===== config.mk =====
export PLATFORM = sky130hd
export DESIGN_NAME = pin_seven_control
export DESIGN_NICKNAME = d
export VERILOG_FILES = /design/src/include/pin_seven_pkg.sv /design/src/rtl/pin_seven_control.sv
export SDC_FILE = /design/constraint.sdc
export NUM_CORES = 1
export LEC_CHECK = 0
export BUFFER_PORTS_ARGS = -buffer_cell sky130_fd_sc_hd__buf_2
export CAP_MARGIN = 20
export CORE_AREA = 3 3 92 94
export DETAILED_ROUTE_END_ITERATION = 10
export DIE_AREA = 0 0 95 97
export GPL_TIMING_DRIVEN = 0
export MAX_ROUTING_LAYER = met4
export PLACE_DENSITY_LB_ADDON = 0.3
export RECOVER_POWER = 50
export SLEW_MARGIN = 25
export SYNTH_ARGS = -nofsm -noshare
export SYNTH_HDL_FRONTEND = slang
export SYNTH_SLANG_ARGS = --single-unit

===== constraint.sdc =====
create_clock -name clk_i -period 2.1 [get_ports clk_i]
set_input_delay 0.525 -clock clk_i [delete_from_list [all_inputs] [get_ports clk_i]]
set_output_delay 0.525 -clock clk_i [all_outputs]
set_load 0.02 [all_outputs]

===== src/include/pin_seven_pkg.sv =====
// Package with register map, field layout and codes of the pin seven block.
package pin_seven_pkg;

    // Register word indices; byte address is four times these.
    localparam logic [29:0] CTRL_IDX     = 30'h0000403e;
    localparam logic [29:0] DATA_IDX     = 30'h00004100;
    localparam logic [29:0] IRQ_STAT_IDX = 30'h00004101;
    localparam logic [29:0] IRQ_CLR_IDX  = 30'h00004102;
    localparam logic [29:0] IRQ_EN_IDX   = 30'h00004103;

    // Control reset value: input, pull-down, active high, tri-stated.
    localparam logic [15:0] CTRL_RESET   = 16'ha400;
    // Writable control bits; bits 8 and 6:4 are reserved and read zero.
    localparam logic [15:0] CTRL_RW_MASK = 16'hfe8f;

    // Pull field codes.
    localparam logic [1:0] PULL_DOWN = 2'h1;
    localparam logic [1:0] PULL_UP   = 2'h2;

    // Input codes that ask for the long debounce, as a one-hot mask.
    localparam logic [15:0] LONG_DEB_MASK = 16'hc011;

    // Input function codes.
    localparam logic [3:0] FN_IN_ONOFF    = 4'h2;
    localparam logic [3:0] FN_IN_SLPWAKE  = 4'h3;
    localparam logic [3:0] FN_IN_SLPWAKEL = 4'h4;
    localparam logic [3:0] FN_IN_SLEEP    = 4'h5;
    localparam logic [3:0] FN_IN_PWRON    = 4'h6;
    localparam logic [3:0] FN_IN_WDOG     = 4'h7;
    localparam logic [3:0] FN_IN_VSEL1    = 4'h8;
    localparam logic [3:0] FN_IN_VSEL2    = 4'h9;
    localparam logic [3:0] FN_IN_HWEN1    = 4'ha;
    localparam logic [3:0] FN_IN_HWEN2    = 4'hb;
    localparam logic [3:0] FN_IN_HWCTL1   = 4'hc;
    localparam logic [3:0] FN_IN_HWCTL2   = 4'hd;
    localparam logic [3:0] FN_IN_HWCTL1L  = 4'he;
    localparam logic [3:0] FN_IN_HWCTL2L  = 4'hf;

    // Output function codes; 5 to 7 are reserved.
    localparam logic [3:0] FN_OUT_GPIO    = 4'h0;
    localparam logic [3:0] FN_OUT_CLK32K  = 4'h1;
    localparam logic [3:0] FN_OUT_ON      = 4'h2;
    localparam logic [3:0] FN_OUT_SLEEP   = 4'h3;
    localparam logic [3:0] FN_OUT_CHANGE  = 4'h4;
    localparam logic [3:0] FN_OUT_RSV5    = 4'h5;
    localparam logic [3:0] FN_OUT_RSV6    = 4'h6;
    localparam logic [3:0] FN_OUT_RSV7    = 4'h7;
    localparam logic [3:0] FN_OUT_DONE1   = 4'h8;
    localparam logic [3:0] FN_OUT_DONE2   = 4'h9;
    localparam logic [3:0] FN_OUT_EXTEN1  = 4'ha;
    localparam logic [3:0] FN_OUT_EXTEN2  = 4'hb;
    localparam logic [3:0] FN_OUT_SYSGOOD = 4'hc;
    localparam logic [3:0] FN_OUT_PWRGOOD = 4'hd;
    localparam logic [3:0] FN_OUT_CLK2M   = 4'he;
    localparam logic [3:0] FN_OUT_AUXRST  = 4'hf;

    // Bits of the data register and of the interrupt registers.
    localparam int unsigned DATA_OUT_BIT = 0;
    localparam int unsigned DATA_IN_BIT  = 1;
    localparam int unsigned IRQ_EDGE_BIT = 0;

    // Control register layout, MSB first.
    typedef struct packed {
        logic       pin_direction;        // 1 = input, 0 = output.
        logic [1:0] pull_select;          // Pull resistor choice.
        logic       irq_edge_mode;        // 1 = both edges.
        logic       supply_domain_select; // 1 = always-on supply.
        logic       pin_polarity;         // 1 = active high.
        logic       drive_type;           // 1 = open drain.
        logic       rsv8;                 // Reserved.
        logic       pin_enable;           // 0 = tri-stated.
        logic [2:0] rsv6_4;               // Reserved.
        logic [3:0] pin_function;         // Role of the pin.
    } ctrl_t;

    // Levels an input role hands on.
    typedef struct packed {
        logic power_onoff_req;
        logic sleep_wake_req;
        logic sleep_req;
        logic power_on_req;
        logic watchdog_reset;
        logic voltage_scaling_select_one;
        logic voltage_scaling_select_two;
        logic hw_enable_one;
        logic hw_enable_two;
        logic hw_control_one;
        logic hw_control_two;
    } in_roles_t;

    // Sources an output role can drive.
    typedef struct packed {
        logic clk_32k;
        logic on_state;
        logic sleep_state;
        logic state_change;
        logic dvs_done_one;
        logic dvs_done_two;
        logic ext_power_enable_one;
        logic ext_power_enable_two;
        logic system_supply_good;
        logic converter_power_good;
        logic clk_2m;
        logic aux_reset;
    } out_src_t;

endpackage


===== src/rtl/pin_seven_control.sv =====
// Control, role selection and interrupt logic of general-purpose pin seven.
//
// Contract
// - Bit 15 direction: 0 output, 1 input, reset 1.
// - Pull field: none, down, up; reset pull-down.
// - Single edge by polarity, or both edges.
// - Polarity bit 10: 0 inverted, reset 1.
// - Bit 9: push-pull or open-drain, reset 0.
// - Bit 7 enable: 0 tri-states pin, reset 0.
// - Bit 11 chooses the pin supply domain.
// - Function field; inputs 0 and 1 plain.
// - Input codes 2 to 6 are power requests.
// - Inputs 7 watchdog, 8 and 9 scaling selects.
// - Inputs 10 to 15 hardware enables and controls.
// - Output 0 register level, 1 slow clock.
// - Outputs 2 to 4 states; 5 to 7 reserved.
// - Outputs 10 and 11 external power enables.
// - Outputs 12 and 13 supply and power good.
// - Output 14 fast clock, 15 auxiliary reset.
//
// Design decision made here: the Wishbone slave port.
`timescale 1ns/1ps

module pin_seven_control #(
    parameter logic [19:0] DEBOUNCE_CYCLES = 20'h0f424
) (
    input  wire logic                     clk_i,
    input  wire logic                     rst_i,
    input  wire logic                     ce_i,
    input  wire logic                     wb_cyc_i,
    input  wire logic                     wb_stb_i,
    input  wire logic                     wb_we_i,
    input  wire logic [31:0]              wb_adr_i,
    input  wire logic [3:0]               wb_sel_i,
    input  wire logic [31:0]              wb_dat_i,
    output logic      [31:0]              wb_dat_o,
    output logic                          wb_ack_o,
    input  wire logic                     pad_in_i,
    output logic                          pad_out_o,
    output logic                          pad_oe_o,
    output logic                          pull_up_o,
    output logic                          pull_down_o,
    output logic                          supply_domain_o,
    input  wire pin_seven_pkg::out_src_t  src_i,
    output pin_seven_pkg::in_roles_t      roles_o,
    output logic                          irq_o
);

    // One-hot form of a function code; used for roles and for debounce.
    function automatic logic [15:0] fn_onehot(input logic [3:0] code);
        fn_onehot = 16'h0001 << code;
    endfunction

    // Register state and next values.
    pin_seven_pkg::ctrl_t ctrl_reg;      // Control register.
    pin_seven_pkg::ctrl_t ctrl_next;
    logic                 data_out_reg;  // Level for the plain output role.
    logic                 data_out_next;
    logic                 irq_stat_reg;  // Sticky pin edge event.
    logic                 irq_stat_next;
    logic                 irq_en_reg;    // Enable of the pin edge event.
    logic                 irq_en_next;
    logic                 ack_reg;       // Wishbone acknowledge.
    logic [31:0]          rdat_reg;      // Registered read data.
    logic [31:0]          rdat_next;

    // Pin input path state.
    logic [2:0]           sync_reg;      // Three-stage synchroniser.
    logic                 stable_reg;    // Level once stages two and three agree.
    logic                 stable_next;
    logic                 deb_reg;       // Debounced pin level.
    logic                 deb_next;
    logic [19:0]          deb_cnt_reg;   // Long debounce counter.
    logic [19:0]          deb_cnt_next;

    // Pin output path and role state.
    logic                 pad_out_reg;
    logic                 pad_oe_reg;
    pin_seven_pkg::in_roles_t roles_reg;
    pin_seven_pkg::in_roles_t roles_next;

    // Bus decode wires.
    wire logic [29:0] word_adr = wb_adr_i[31:2];
    wire logic        req      = wb_cyc_i & wb_stb_i & ~ack_reg;
    wire logic        wr       = req & wb_we_i;
    wire logic        hit_ctrl = word_adr == pin_seven_pkg::CTRL_IDX;
    wire logic        hit_data = word_adr == pin_seven_pkg::DATA_IDX;
    wire logic        hit_stat = word_adr == pin_seven_pkg::IRQ_STAT_IDX;
    wire logic        hit_clr  = word_adr == pin_seven_pkg::IRQ_CLR_IDX;
    wire logic        hit_en   = word_adr == pin_seven_pkg::IRQ_EN_IDX;

    // Byte lanes of the 16-bit control register, limited to writable bits.
    wire logic [15:0] wmask = {{8{wb_sel_i[1]}}, {8{wb_sel_i[0]}}} &
                              pin_seven_pkg::CTRL_RW_MASK;

    // Role selection wires.
    wire logic [15:0] fn_sel   = fn_onehot(ctrl_reg.pin_function);
    wire logic        is_input = ctrl_reg.pin_direction;
    wire logic        drives   = ~ctrl_reg.pin_direction &
                                 ctrl_reg.pin_enable;
    wire logic        listens  = is_input & ctrl_reg.pin_enable;
    // Long debounce for input codes 0, 4, 14 and 15 only.
    wire logic        long_deb = is_input &
                                 (|(fn_sel & pin_seven_pkg::LONG_DEB_MASK));
    // Input level as software and the roles see it.
    wire logic        logical_in = ctrl_reg.pin_polarity ?
                                   deb_reg : ~deb_reg;

    // Edge detection on the debounced level only.
    wire logic        rise = deb_next & ~deb_reg;
    wire logic        fall = ~deb_next & deb_reg;
    wire logic        edge_evt = listens & (ctrl_reg.irq_edge_mode ?
                                 (rise | fall) :
                                 (ctrl_reg.pin_polarity ? rise : fall));

    // Interrupt clear strobe from the write-only clear register.
    wire logic        irq_clr = wr & hit_clr & wb_sel_i[0] &
                                wb_dat_i[pin_seven_pkg::IRQ_EDGE_BIT];

    // Source vector indexed by output function code.
    logic [15:0] src_vec;

    // Build the output source vector; reserved codes carry zero.
    always_comb begin
        src_vec = 16'h0000;
        src_vec[pin_seven_pkg::FN_OUT_GPIO]    = data_out_reg;
        src_vec[pin_seven_pkg::FN_OUT_CLK32K]  = src_i.clk_32k;
        src_vec[pin_seven_pkg::FN_OUT_ON]      = src_i.on_state;
        src_vec[pin_seven_pkg::FN_OUT_SLEEP]   = src_i.sleep_state;
        src_vec[pin_seven_pkg::FN_OUT_CHANGE]  = src_i.state_change;
        src_vec[pin_seven_pkg::FN_OUT_DONE1]   = src_i.dvs_done_one;
        src_vec[pin_seven_pkg::FN_OUT_DONE2]   = src_i.dvs_done_two;
        src_vec[pin_seven_pkg::FN_OUT_EXTEN1]  =
            src_i.ext_power_enable_one;
        src_vec[pin_seven_pkg::FN_OUT_EXTEN2]  =
            src_i.ext_power_enable_two;
        src_vec[pin_seven_pkg::FN_OUT_SYSGOOD] =
            src_i.system_supply_good;
        src_vec[pin_seven_pkg::FN_OUT_PWRGOOD] =
            src_i.converter_power_good;
        src_vec[pin_seven_pkg::FN_OUT_CLK2M]   = src_i.clk_2m;
        src_vec[pin_seven_pkg::FN_OUT_AUXRST]  = src_i.aux_reset;
    end

    // Output level after polarity; inactive means logical zero.
    wire logic active    = src_vec[ctrl_reg.pin_function];
    wire logic pin_level = ctrl_reg.pin_polarity ? active : ~active;
    // Open drain only pulls low and lets the pull or the board raise it.
    wire logic oe_next   = drives & (~ctrl_reg.drive_type | ~pin_level);

    // Register write path with byte lanes and reserved bits held at zero.
    always_comb begin
        ctrl_next     = ctrl_reg;
        data_out_next = data_out_reg;
        irq_en_next   = irq_en_reg;
        if (wr & hit_ctrl) begin
            ctrl_next = (ctrl_reg & ~wmask) | (wb_dat_i[15:0] & wmask);
        end else if (wr & hit_data & wb_sel_i[0]) begin
            data_out_next = wb_dat_i[pin_seven_pkg::DATA_OUT_BIT];
        end else if (wr & hit_en & wb_sel_i[0]) begin
            irq_en_next = wb_dat_i[pin_seven_pkg::IRQ_EDGE_BIT];
        end
    end

    // A new edge in the same cycle as a clear keeps the flag set.
    assign irq_stat_next = (irq_stat_reg & ~irq_clr) | edge_evt;

    // Read mux; unmapped and write-only addresses read as zero.
    always_comb begin
        rdat_next = 32'h00000000;
        if (hit_ctrl) begin
            rdat_next[15:0] = ctrl_reg & pin_seven_pkg::CTRL_RW_MASK;
        end else if (hit_data) begin
            rdat_next[pin_seven_pkg::DATA_OUT_BIT] = data_out_reg;
            rdat_next[pin_seven_pkg::DATA_IN_BIT]  = logical_in;
        end else if (hit_stat) begin
            rdat_next[pin_seven_pkg::IRQ_EDGE_BIT] = irq_stat_reg;
        end else if (hit_en) begin
            rdat_next[pin_seven_pkg::IRQ_EDGE_BIT] = irq_en_reg;
        end
    end

    // A change counts once stages two and three agree.
    assign stable_next = (sync_reg[1] == sync_reg[2]) ?
                         sync_reg[2] : stable_reg;

    // Long debounce waits for the level to stay put for the full count.
    always_comb begin
        deb_next     = deb_reg;
        deb_cnt_next = 20'h00000;
        if (!long_deb) begin
            deb_next = stable_reg;
        end else if (stable_reg != deb_reg) begin
            if (deb_cnt_reg >= DEBOUNCE_CYCLES - 20'h00001) begin
                deb_next = stable_reg;
            end else begin
                deb_cnt_next = deb_cnt_reg + 20'h00001;
            end
        end
    end

    // Hand the debounced level to the selected input role only.
    always_comb begin
        roles_next = '0;
        if (listens) begin
            roles_next.power_onoff_req =
                fn_sel[pin_seven_pkg::FN_IN_ONOFF] & logical_in;
            roles_next.sleep_wake_req =
                (fn_sel[pin_seven_pkg::FN_IN_SLPWAKE] |
                 fn_sel[pin_seven_pkg::FN_IN_SLPWAKEL]) & logical_in;
            roles_next.sleep_req =
                fn_sel[pin_seven_pkg::FN_IN_SLEEP] & logical_in;
            roles_next.power_on_req =
                fn_sel[pin_seven_pkg::FN_IN_PWRON] & logical_in;
            roles_next.watchdog_reset =
                fn_sel[pin_seven_pkg::FN_IN_WDOG] & logical_in;
            roles_next.voltage_scaling_select_one =
                fn_sel[pin_seven_pkg::FN_IN_VSEL1] & logical_in;
            roles_next.voltage_scaling_select_two =
                fn_sel[pin_seven_pkg::FN_IN_VSEL2] & logical_in;
            roles_next.hw_enable_one =
                fn_sel[pin_seven_pkg::FN_IN_HWEN1] & logical_in;
            roles_next.hw_enable_two =
                fn_sel[pin_seven_pkg::FN_IN_HWEN2] & logical_in;
            roles_next.hw_control_one =
                (fn_sel[pin_seven_pkg::FN_IN_HWCTL1] |
                 fn_sel[pin_seven_pkg::FN_IN_HWCTL1L]) & logical_in;
            roles_next.hw_control_two =
                (fn_sel[pin_seven_pkg::FN_IN_HWCTL2] |
                 fn_sel[pin_seven_pkg::FN_IN_HWCTL2L]) & logical_in;
        end
    end

    // Software registers.
    always_ff @(posedge clk_i) begin
        if (rst_i) begin
            ctrl_reg     <= pin_seven_pkg::CTRL_RESET;
            data_out_reg <= 1'b0;
            irq_stat_reg <= 1'b0;
            irq_en_reg   <= 1'b0;
        end else if (ce_i) begin
            ctrl_reg     <= ctrl_next;
            data_out_reg <= data_out_next;
            irq_stat_reg <= irq_stat_next;
            irq_en_reg   <= irq_en_next;
        end
    end

    // Bus answer one cycle after the request, dropped the cycle after.
    always_ff @(posedge clk_i) begin
        if (rst_i) begin
            ack_reg  <= 1'b0;
            rdat_reg <= 32'h00000000;
        end else if (ce_i) begin
            ack_reg  <= req;
            rdat_reg <= req ? rdat_next : rdat_reg;
        end
    end

    // Synchroniser; only stage two reads stage one.
    always_ff @(posedge clk_i) begin
        if (rst_i) begin
            sync_reg   <= 3'h0;
            stable_reg <= 1'b0;
        end else if (ce_i) begin
            sync_reg   <= {sync_reg[1:0], pad_in_i};
            stable_reg <= stable_next;
        end
    end

    // Debounce state.
    always_ff @(posedge clk_i) begin
        if (rst_i) begin
            deb_reg     <= 1'b0;
            deb_cnt_reg <= 20'h00000;
        end else if (ce_i) begin
            deb_reg     <= deb_next;
            deb_cnt_reg <= deb_cnt_next;
        end
    end

    // Registered pad and role outputs avoid glitches.
    always_ff @(posedge clk_i) begin
        if (rst_i) begin
            pad_out_reg <= 1'b0;
            pad_oe_reg  <= 1'b0;
            roles_reg   <= '0;
        end else if (ce_i) begin
            pad_out_reg <= pin_level & ~ctrl_reg.drive_type;
            pad_oe_reg  <= oe_next;
            roles_reg   <= roles_next;
        end
    end

    // Output assignments.
    assign wb_ack_o        = ack_reg;
    assign wb_dat_o        = rdat_reg;
    assign pad_out_o       = pad_out_reg;
    assign pad_oe_o        = pad_oe_reg;
    assign roles_o         = roles_reg;
    assign pull_up_o       = ctrl_reg.pull_select == pin_seven_pkg::PULL_UP;
    assign pull_down_o     = ctrl_reg.pull_select == pin_seven_pkg::PULL_DOWN;
    assign supply_domain_o = ctrl_reg.supply_domain_select;
    assign irq_o           = irq_stat_reg & irq_en_reg;

endmodule


# After elaboration in Yosys (flattened, before gate mapping)
# Cells that the tools add are included.
# Widths: inputs -> output; s select.
op_classes:
  n_addsub: 1
  n_lt_le_gt_ge: 2
  n_eq_ne: 9
  n_shift: 1
  mux: 19
  bitwise_logic: 52
  reduce_logical: 6
op_table:
  columns: ["operator", "n"]
  rows:
  - ["$eq 30x15->1 const B", 5]
  - ["$mux 20", 3]
  - ["$and 1x1->1", 32]
  - ["$and 16x16->16", 2]
  - ["$add 20x1->20 const B", 1]
  - ["$ge 20x16->1 const B", 1]
  - ["$not 16->16", 1]
  - ["$or 16x16->16", 1]
  - ["$shl 1x4->16 const A", 1]
  - ["$mux 14", 1]
  - ["$mux 1", 12]
  - ["$mux 11", 1]
  - ["$not 1->1", 10]
  - ["$or 1x1->1", 6]
  - ["$reduce_and 2->1", 3]
  - ["$lt 4x5->1 const B", 1]
  - ["$bmux 1 s4", 1]
  - ["$reduce_and 4->1", 1]
  - ["$reduce_or 4->1", 1]
  - ["$reduce_and 3->1", 1]
  - ["$eq 2x1->1 const B", 1]
  - ["$eq 2x2->1 const B", 1]
  - ["$mux 2", 1]
  - ["$eq 1x1->1", 1]
  - ["$ne 1x1->1", 1]
totals:
  reg_bits: 74
  output_inout_bits: 50

# Longest topological paths before layout
# Gate-level depths: netlist (run 1).
depth:
  ltp_word: 10
  ltp_mapped: 10
  mapped_depth_nobuf: 10

# Least setup slack after synthesis (run 1)
# No wires, ideal clock.
synth_timing:
  path_kind: "input-to-reg"
  from: "input port wb_adr_i[29]"
  to: "register with a tool-made name"
  arrival_ns: 2.112
  slack_ns: -0.144
  path_stages: 6
  n_path_buf: 1
  path_cell_list: "or4_1 -> or3_1 -> or4_1 -> buf_2 -> o21ai_1 -> a21oi_1"
synth_rtl:
  columns: ["item", "line_no", "source"]
  rows:
  - ["from (decl)", "pin_seven_control.sv:33", "input wire logic [31:0] wb_adr_i,"]

==> results of run 1 <==
path summary, 6_finish.rpt:
kind                        start               to  slack, ps  cells past startpoint
hold / removal           pad_in_i      sync_reg[0]        420                      3
setup reg to reg   deb_cnt_reg[0]     irq_stat_reg       -170                      8
hold reg to reg   deb_cnt_reg[17]  deb_cnt_reg[17]        460                      1
setup / recovery             ce_i        flip-flop       -180                      8
area by class of cell:
cell class	count	area, µm²	area share
Clock buffer	10	127.6	0.02876
Timing Repair Buffer	103	538.0	0.1213
Sequential cell	66	1330	0.2998
Clock inverter	6	67.56	0.01523
Buffer	44	277.8	0.06261
Tap cell	102	127.6	0.02876
Inverter	11	41.29	0.009306
Multi-Input combinational cell	303	1927	0.4343
routing by layer:
metal  share of wire  GRT usage
met5               0          -
met3           0.058    0.05443
met4          0.0075    0.04883
met1            0.44     0.2587
met2            0.50     0.3156
metrics by stage:
step / setup TNS [ps] / power (W) / setup WS [ps] / cell area (µm²) / std cells
finish: -2657 / 0.002549 / -185.0 / 4437 / 645
global route: -5292 / 0.002650 / -312.3 / 4437 / 645
CTS: -791.6 / 0.002569 / -170.2 / 4298 / 637
detailed placement: -7627 / 0.001508 / -330.4 / 4051 / 617
global placement: -6739 / 0.001504 / -300.6 / 4051 / 617
floorplan: -1668 / 0.001420 / -134.1 / 3468 / 424
cells in the final DEF, fill, tap and decap left out, types with 9 or more instances in the layout:
cell      instances
nand2_1          41
o21ai_0          10
buf_4            30
nand4_1           9
clkbuf_8          9
buf_2            59
clkbuf_1         47
nor2_1           42
a21oi_1          20
a22oi_1          16
inv_1            11
nand3_1          22
dfxtp_1          61
conb_1           20
repair_timing:
item,in CTS,in global routing
cloned,0,2
pin swaps,5,14
endpoints found under the setup margin,10,35
resized for setup,8,30
buffers inserted,4,6
synthesized netlist by cell type (3+ instances only):
cell | instances | area (µm²)
nand3_1 | 23 | 115.1
mux2i_1 | 8 | 80.08
ha_1 | 3 | 37.54
a31oi_1 | 3 | 18.77
o21ai_0 | 10 | 50.05
clkbuf_1 | 16 | 60.06
o21ai_1 | 9 | 45.04
a21oi_1 | 21 | 105.1
and2_1 | 6 | 37.54
a22oi_1 | 16 | 120.1
nor3_1 | 10 | 50.05
o211ai_1 | 3 | 22.52
buf_4 | 21 | 157.7
nand4_1 | 9 | 56.30
buf_1 | 4 | 15.01
dfxtp_1 | 66 | 1321
inv_1 | 11 | 41.29
nor2_1 | 42 | 157.7
nor4_1 | 7 | 43.79
nand4b_1 | 3 | 26.28
a211oi_1 | 3 | 22.52
nand2_1 | 41 | 153.9
nor2b_1 | 7 | 43.79
a211o_1 | 3 | 26.28
or4_1 | 5 | 37.54
a32oi_1 | 8 | 70.07
and3_1 | 5 | 31.28
xnor2_1 | 5 | 43.79
kinds of logic (layout without fill, tap and decap cells):
family	count (synthesis)	count (layout)	synth area share
flops	66	66	0.3952
other cells	1	20	0.001122
xor+xnor	6	6	0.01572
compound gates	94	94	0.1901
mux	11	11	0.04079
fa+ha+maj	3	3	0.01123
simple gates	169	169	0.2575
buf+inv	55	174	0.08832
power groups by stage:
| stage | clock [W] | combinational [W] | sequential, W |
|---|---|---|---|
| after floorplan | 0 | 0.000130 | 0.00129 |
| after global placement | 0 | 0.000214 | 0.00129 |
| final | 0.00106 | 0.000228 | 0.00126 |
| after CTS | 0.00109 | 0.000221 | 0.00126 |
| after detailed placement | 0 | 0.000218 | 0.00129 |
| after global routing | 0.00114 | 0.000251 | 0.00126 |
tightest hold or removal path, delay by kind of cell:
family                 cells  cell delay (ps)
muxes                      1               50
buffers and inverters      1               80
and+or+nand+nor            1               70
==> reports/qor.yml, run 1 <==
outcome:
  outcome: "finished with violations"
  violations: "setup timing"
grt:
  grt_max_degree: 13
  grt_use_total: 0.2018
  antenna_found_initial: 0
  grt_overflow: 0
  grt_pass1_wl_mm: 14.59
  grt_pass1_vias: 3157
pwr:
  power_frac_comb: 0.089
  clkPwrFrac: 0.416
  internal_power_w: 0.001901
  power_density_mw_per_mm2: 574.6
  p_sw_w: 0.0006477
  p_leak_nw: 1.738
  seqPwrFrac: 0.494
  ir_worst_vdd_v: 0.0003538
  swShare: 0.2541
finish:
  layout.nets: 628
  syn2layout_area_growth_pct: 32.71
  utilization: 0.5742
  drive_above_1_share: 0.2873
  antennaDiodeCount: 0
  fillerInstances: 714
worst_hold_path:
  hp-class: "input pin to flip-flop"
clock_tree:
  clock_sinks: 66
  path_clk_slew_ps: 70
  clock_latency_ps: 350
  htree_levels: 3
  cts_buffer_depth: 2
  cts_tree: "built"
  clk_root_buffer_cell: "clkbuf_8"
  cts_made_buffers: 9
  holdBufCountCts: 0
critical_path:
  path_buf_inv: 3
  crit_family: "simple AND/OR/NAND/NOR gates"
  slowest_delay_ps: 510
  cp_data_arrival_time_ps: 2550
  endpoint_kind: "flip-flop"
  path_class: "input pin to flip-flop"
  setup.worst_path.start_class: "input pin"
  worstPathRequired_ps: 2370
  path_cells: "clkbuf_1 > nand4b_1 > or3_1 > nor4_4 > buf_6 > buf_8 > nand3_1 > a21oi_1"
  slowest_stage: "or3_1"
  cp_max_fo: 10
floorplan:
  die_x_um: 95
  rows: 32
  dieArea_mm2: 0.009215
  boundaryPins: 137
  die-height_um: 97
  start_util: 0.4326
  core_area_mm2: 0.007727
timing:
  rsz0062_at_grt: "true"
  slew_violations: 0
  worst_pin_slew_ps: 593.7
  hold_slack_ps: 418.5
  finalHoldViolations: 0
  skew_ps: 11.66
  relSlewSlack: 0.6042
  fin_ws_ps: -185.0
  clock.fmax_ghz: 0.4376
  fin_crit_sh: 1.088
  setup_violations: 29
  fin_crit_ps: 2285
place:
  place.gp.congestion: 0.8920
  portBuffers: 91
  place_hpwl_mm: 6.656
route:
  wl_mm: 8.979
  dr_total_vias: 3379
  wl_per_cell_um: 13.92
  drt_iter0_drc: 119
  ant_nets: 0
  via_per_inst: 5.239
  dr.pass1.iters: 4
  drc: 0
logic_synthesis:
  ys_seq_elements: 66
  syn_area_per_cell_um2: 8.255
  synth_edf_count: 0
  synthFlopType: "dfxtp_1"
  syn_area_mm2: 0.003343
  yosysWarnings: 0
  syn_inst: 405
  ys_seq_area_frac: 0.3952
  async_reset_ff_frac: 0
  ys_types: 56
job:
  drv_cap: 0
Note: power is estimated with default switching activity, not from simulation.
==> run 2, diff against run 1 <==
--- a/config.mk
+++ b/config.mk
@@ -7,12 +7,12 @@
 export LEC_CHECK = 0
 export BUFFER_PORTS_ARGS = -buffer_cell sky130_fd_sc_hd__buf_2
 export CAP_MARGIN = 20
-export CORE_AREA = 3 3 92 94
+export CORE_AREA = 3 3 85 87
 export DETAILED_ROUTE_END_ITERATION = 10
-export DIE_AREA = 0 0 95 97
+export DIE_AREA = 0 0 88 90
 export GPL_TIMING_DRIVEN = 0
 export MAX_ROUTING_LAYER = met4
-export PLACE_DENSITY_LB_ADDON = 0.3
+export PLACE_DENSITY = 0.83
 export RECOVER_POWER = 50
 export SLEW_MARGIN = 25
 export SYNTH_ARGS = -nofsm -noshare
==> constraint.sdc (replaced) <==
create_clock -name clk_i -period 2.8 [get_ports clk_i]
set_input_delay 0.7 -clock clk_i [delete_from_list [all_inputs] [get_ports clk_i]]
set_output_delay 0.7 -clock clk_i [all_outputs]
set_load 0.02 [all_outputs]
==> run 2 against run 1 <==
The flow now finishes without violations; clock skew is 3.9 ps higher; clock-buffer cell count is 1 higher; critical path type is now flip-flop to flip-flop; sequential share of layout area is 1.7 points higher; clock power is 9.8% lower; design area is 6.0% lower; largest cell class unchanged; sequential power is 25% lower; die area is 14% lower; utilization is 7.5 points higher; register-to-register slack better by 420 ps.
==> reports/qor.yml, run 2 (synthesized netlist as in run 1, its figures left out) <==
clock_tree:
  htree_levels: 3  # unchanged
  clock_sinks: 66  # unchanged
  cts_made_buffers: 9  # unchanged
  path_clk_slew_ps: 80  # about the same
  cts_tree: "built"
  cts_buffer_depth: 2  # unchanged
  holdBufCountCts: 0  # unchanged
  clock_latency_ps: 350  # about the same
  clk_root_buffer_cell: "clkbuf_8"
floorplan:
  rows: 29  # -9.4%
  start_util: 0.5206  # +0.08791
  boundaryPins: 137  # unchanged
  core_area_mm2: 0.006422  # -17%
  die-height_um: 90  # -7.2%
  dieArea_mm2: 0.007920  # -14%
  die_x_um: 88  # -7.4%
critical_path:
  worstPathRequired_ps: 3090  # +720 ps
  slowest_delay_ps: 370  # -140 ps
  ff2ff_setup_slack_ps: 250  # +420 ps
  cp_data_arrival_time_ps: 2830  # +280 ps
  startpoint: "deb_cnt_reg[0]"
  slowest_stage: "a2111oi_1"
  endpoint: "irq_stat_reg"
  r2r_start: "deb_cnt_reg[0]"
  cp_max_fo: 5  # -5
  path_class: "flip-flop to flip-flop"
  setup.worst_path.start_class: "flip-flop"
  path_cells: "ha_1 > o41ai_2 > nand3_1 > a21oi_1 > mux2i_2 > ha_1 > nor2b_1 > a211oi_1 > a2111oi_1 > a31o_1"
  cp.depth: 10  # +2
  endpoint_kind: "flip-flop"
  cpMostUsedCell: "ha_1"
  r2r_end: "irq_stat_reg"
  path_buf_inv: 0  # -3
  crit_family: "compound AO/OA/AOI/OAI gates"
  ff2ff_path_depth: 10  # +2
route:
  drt_iter0_drc: 163  # +37%
  wl_per_cell_um: 14.61  # +4.9%
  via_per_inst: 5.635  # +7.6%
  wl_mm: 8.881  # -1.1%
  drc: 0  # unchanged
  dr.pass1.iters: 5  # +1
  dr_total_vias: 3426  # +1.4%
  ant_nets: 0  # unchanged
grt:
  antenna_found_initial: 0  # unchanged
  grt_pass1_vias: 3182  # +0.79%
  grt_max_degree: 12  # -1
  grt_pass1_wl_mm: 14.44  # -0.99%
  grt_use_total: 0.2336  # +0.03175
  grt_overflow: 0  # unchanged
finish:
  antennaDiodeCount: 0  # unchanged
  layout_common_cells: "66 x dfxtp_1, 62 x buf_2, 52 x clkbuf_1"
  syn2layout_area_growth_pct: 24.70
  drive_above_1_share: 0.2072  # -0.08014
  design_area_mm2: 0.004169  # -6.0%
  layout_commonest_cell: "dfxtp_1"
  layout.nets: 616  # -1.9%
  fillerInstances: 559  # -22%
timing:
  fin_crit_ps: 2547
  finalHoldViolations: 0  # unchanged
  setup_tns_ps: 0  # +2657 ps
  fin_crit_sh: 0.9098
  relSlewSlack: 0.5741  # -0.03006
  rsz0062_at_grt: "false"
  setup_violations: 0  # -100%
  skew_ps: 15.51  # +3.857 ps
  worst_pin_slew_ps: 635.0  # +41.26 ps
  slew_violations: 0  # unchanged
  clock.fmax_ghz: 0.3926
place:
  place_hpwl_mm: 6.699  # +0.64%
  place.gp.congestion: 0.8822  # -1.1%
  placed_area_mm2: 0.003966  # -2.1%
  portBuffers: 91  # unchanged
pwr:
  p_leak_nw: 1.642  # -5.5%
  ir_worst_vdd_v: 0.0002789  # -21%
  power_density_mw_per_mm2: 495.0  # -14%
worst_hold_path:
  hp-class: "flip-flop to flip-flop"
  holdPathStages: 1  # -2
job:
  drv_cap: 0  # unchanged
outcome:
  outcome: "finished clean"
-- run 2: cell types whose count changed in the layout (fill, tap and decap cells not counted), sizes merged --
cell / previous run / this run
buf: 97 / 85
clkbuf: 60 / 61
clkinvlp: 2 / 1
clkinv: 3 / 1
bufinv: 1 / 3
-- run 2: worst min-delay path by stage --
stage | slack [ps] | to | start
2_1_floorplan | 430 | deb_cnt_reg[17] | deb_cnt_reg[17]
3_3_place_gp | 440 | deb_cnt_reg[17] | deb_cnt_reg[17]
3_5_place_dp | 440 | deb_cnt_reg[17] | deb_cnt_reg[17]
4_1_cts | 450 | deb_cnt_reg[17] | deb_cnt_reg[17]
5_1_grt | 470 | deb_cnt_reg[17] | deb_cnt_reg[17]
6_report | 450 | deb_cnt_reg[17] | deb_cnt_reg[17]
-- run 2: metal layers --
metal	part of all wire	GRT usage	wire, µm
met1	0.41	0.2824	3657
met2	0.50	0.3737	4447
met3	0.081	0.06399	718
met4	0.0064	0.07545	57
met5	0	-	0
-- run 2: worst register-to-register path, cell delays in order, from the launching register on --
cell       delay (ps)
dfxtp_1           350
ha_1              270
o41ai_2           240
nand3_1           180
a21oi_1           220
mux2i_2           330
ha_1              190
nor2b_1           120
a211oi_1           60
a2111oi_1         370
a31o_1            150
-- run 2: timing repair --
item                                    4_1_cts  5_1_grt
gates resized for setup                       0        3
setup buffers                                 0        0
endpoints found under the setup margin        0        1
-- run 2: power breakdown --
group	switching (W)	total, W	internal, W	leakage [nW]
sequential	0.00000420	0.000946	0.000942	0.532
combinational	0.0000940	0.000162	0.0000680	0.996
clock	0.000365	0.000956	0.000591	0.114
total	0.000463	0.00206	0.00160	1.64
-- run 2: cell type report --
| class | instances | area (µm²) | share of cell area |
|---|---|---|---|
| well taps | 77 | 96.34 | 0.02311 |
| plain buffers | 44 | 254.0 | 0.06092 |
| clock inverters | 5 | 102.6 | 0.02461 |
| flip-flops and latches | 66 | 1321 | 0.3169 |
| multi-input cells | 303 | 1805 | 0.4331 |
| inverters | 11 | 41.29 | 0.009904 |
| clock buffers | 11 | 131.4 | 0.03151 |
| repair buffers | 91 | 416.7 | 0.09994 |
-- run 2: through the flow --
step,utilization,cells,setup slack (ps),total power [W],hold WS [ps]
floorplan,-,424,380.9,0.001062,430.4
global placement,0.6176,592,165.9,0.001124,439.6
detailed placement,0.6176,592,125.2,0.001127,442.1
CTS,0.6540,608,122.3,0.002070,452.7
global route,0.6491,608,3.711,0.002126,474.1
finish,0.6491,608,252.7,0.002064,452.6
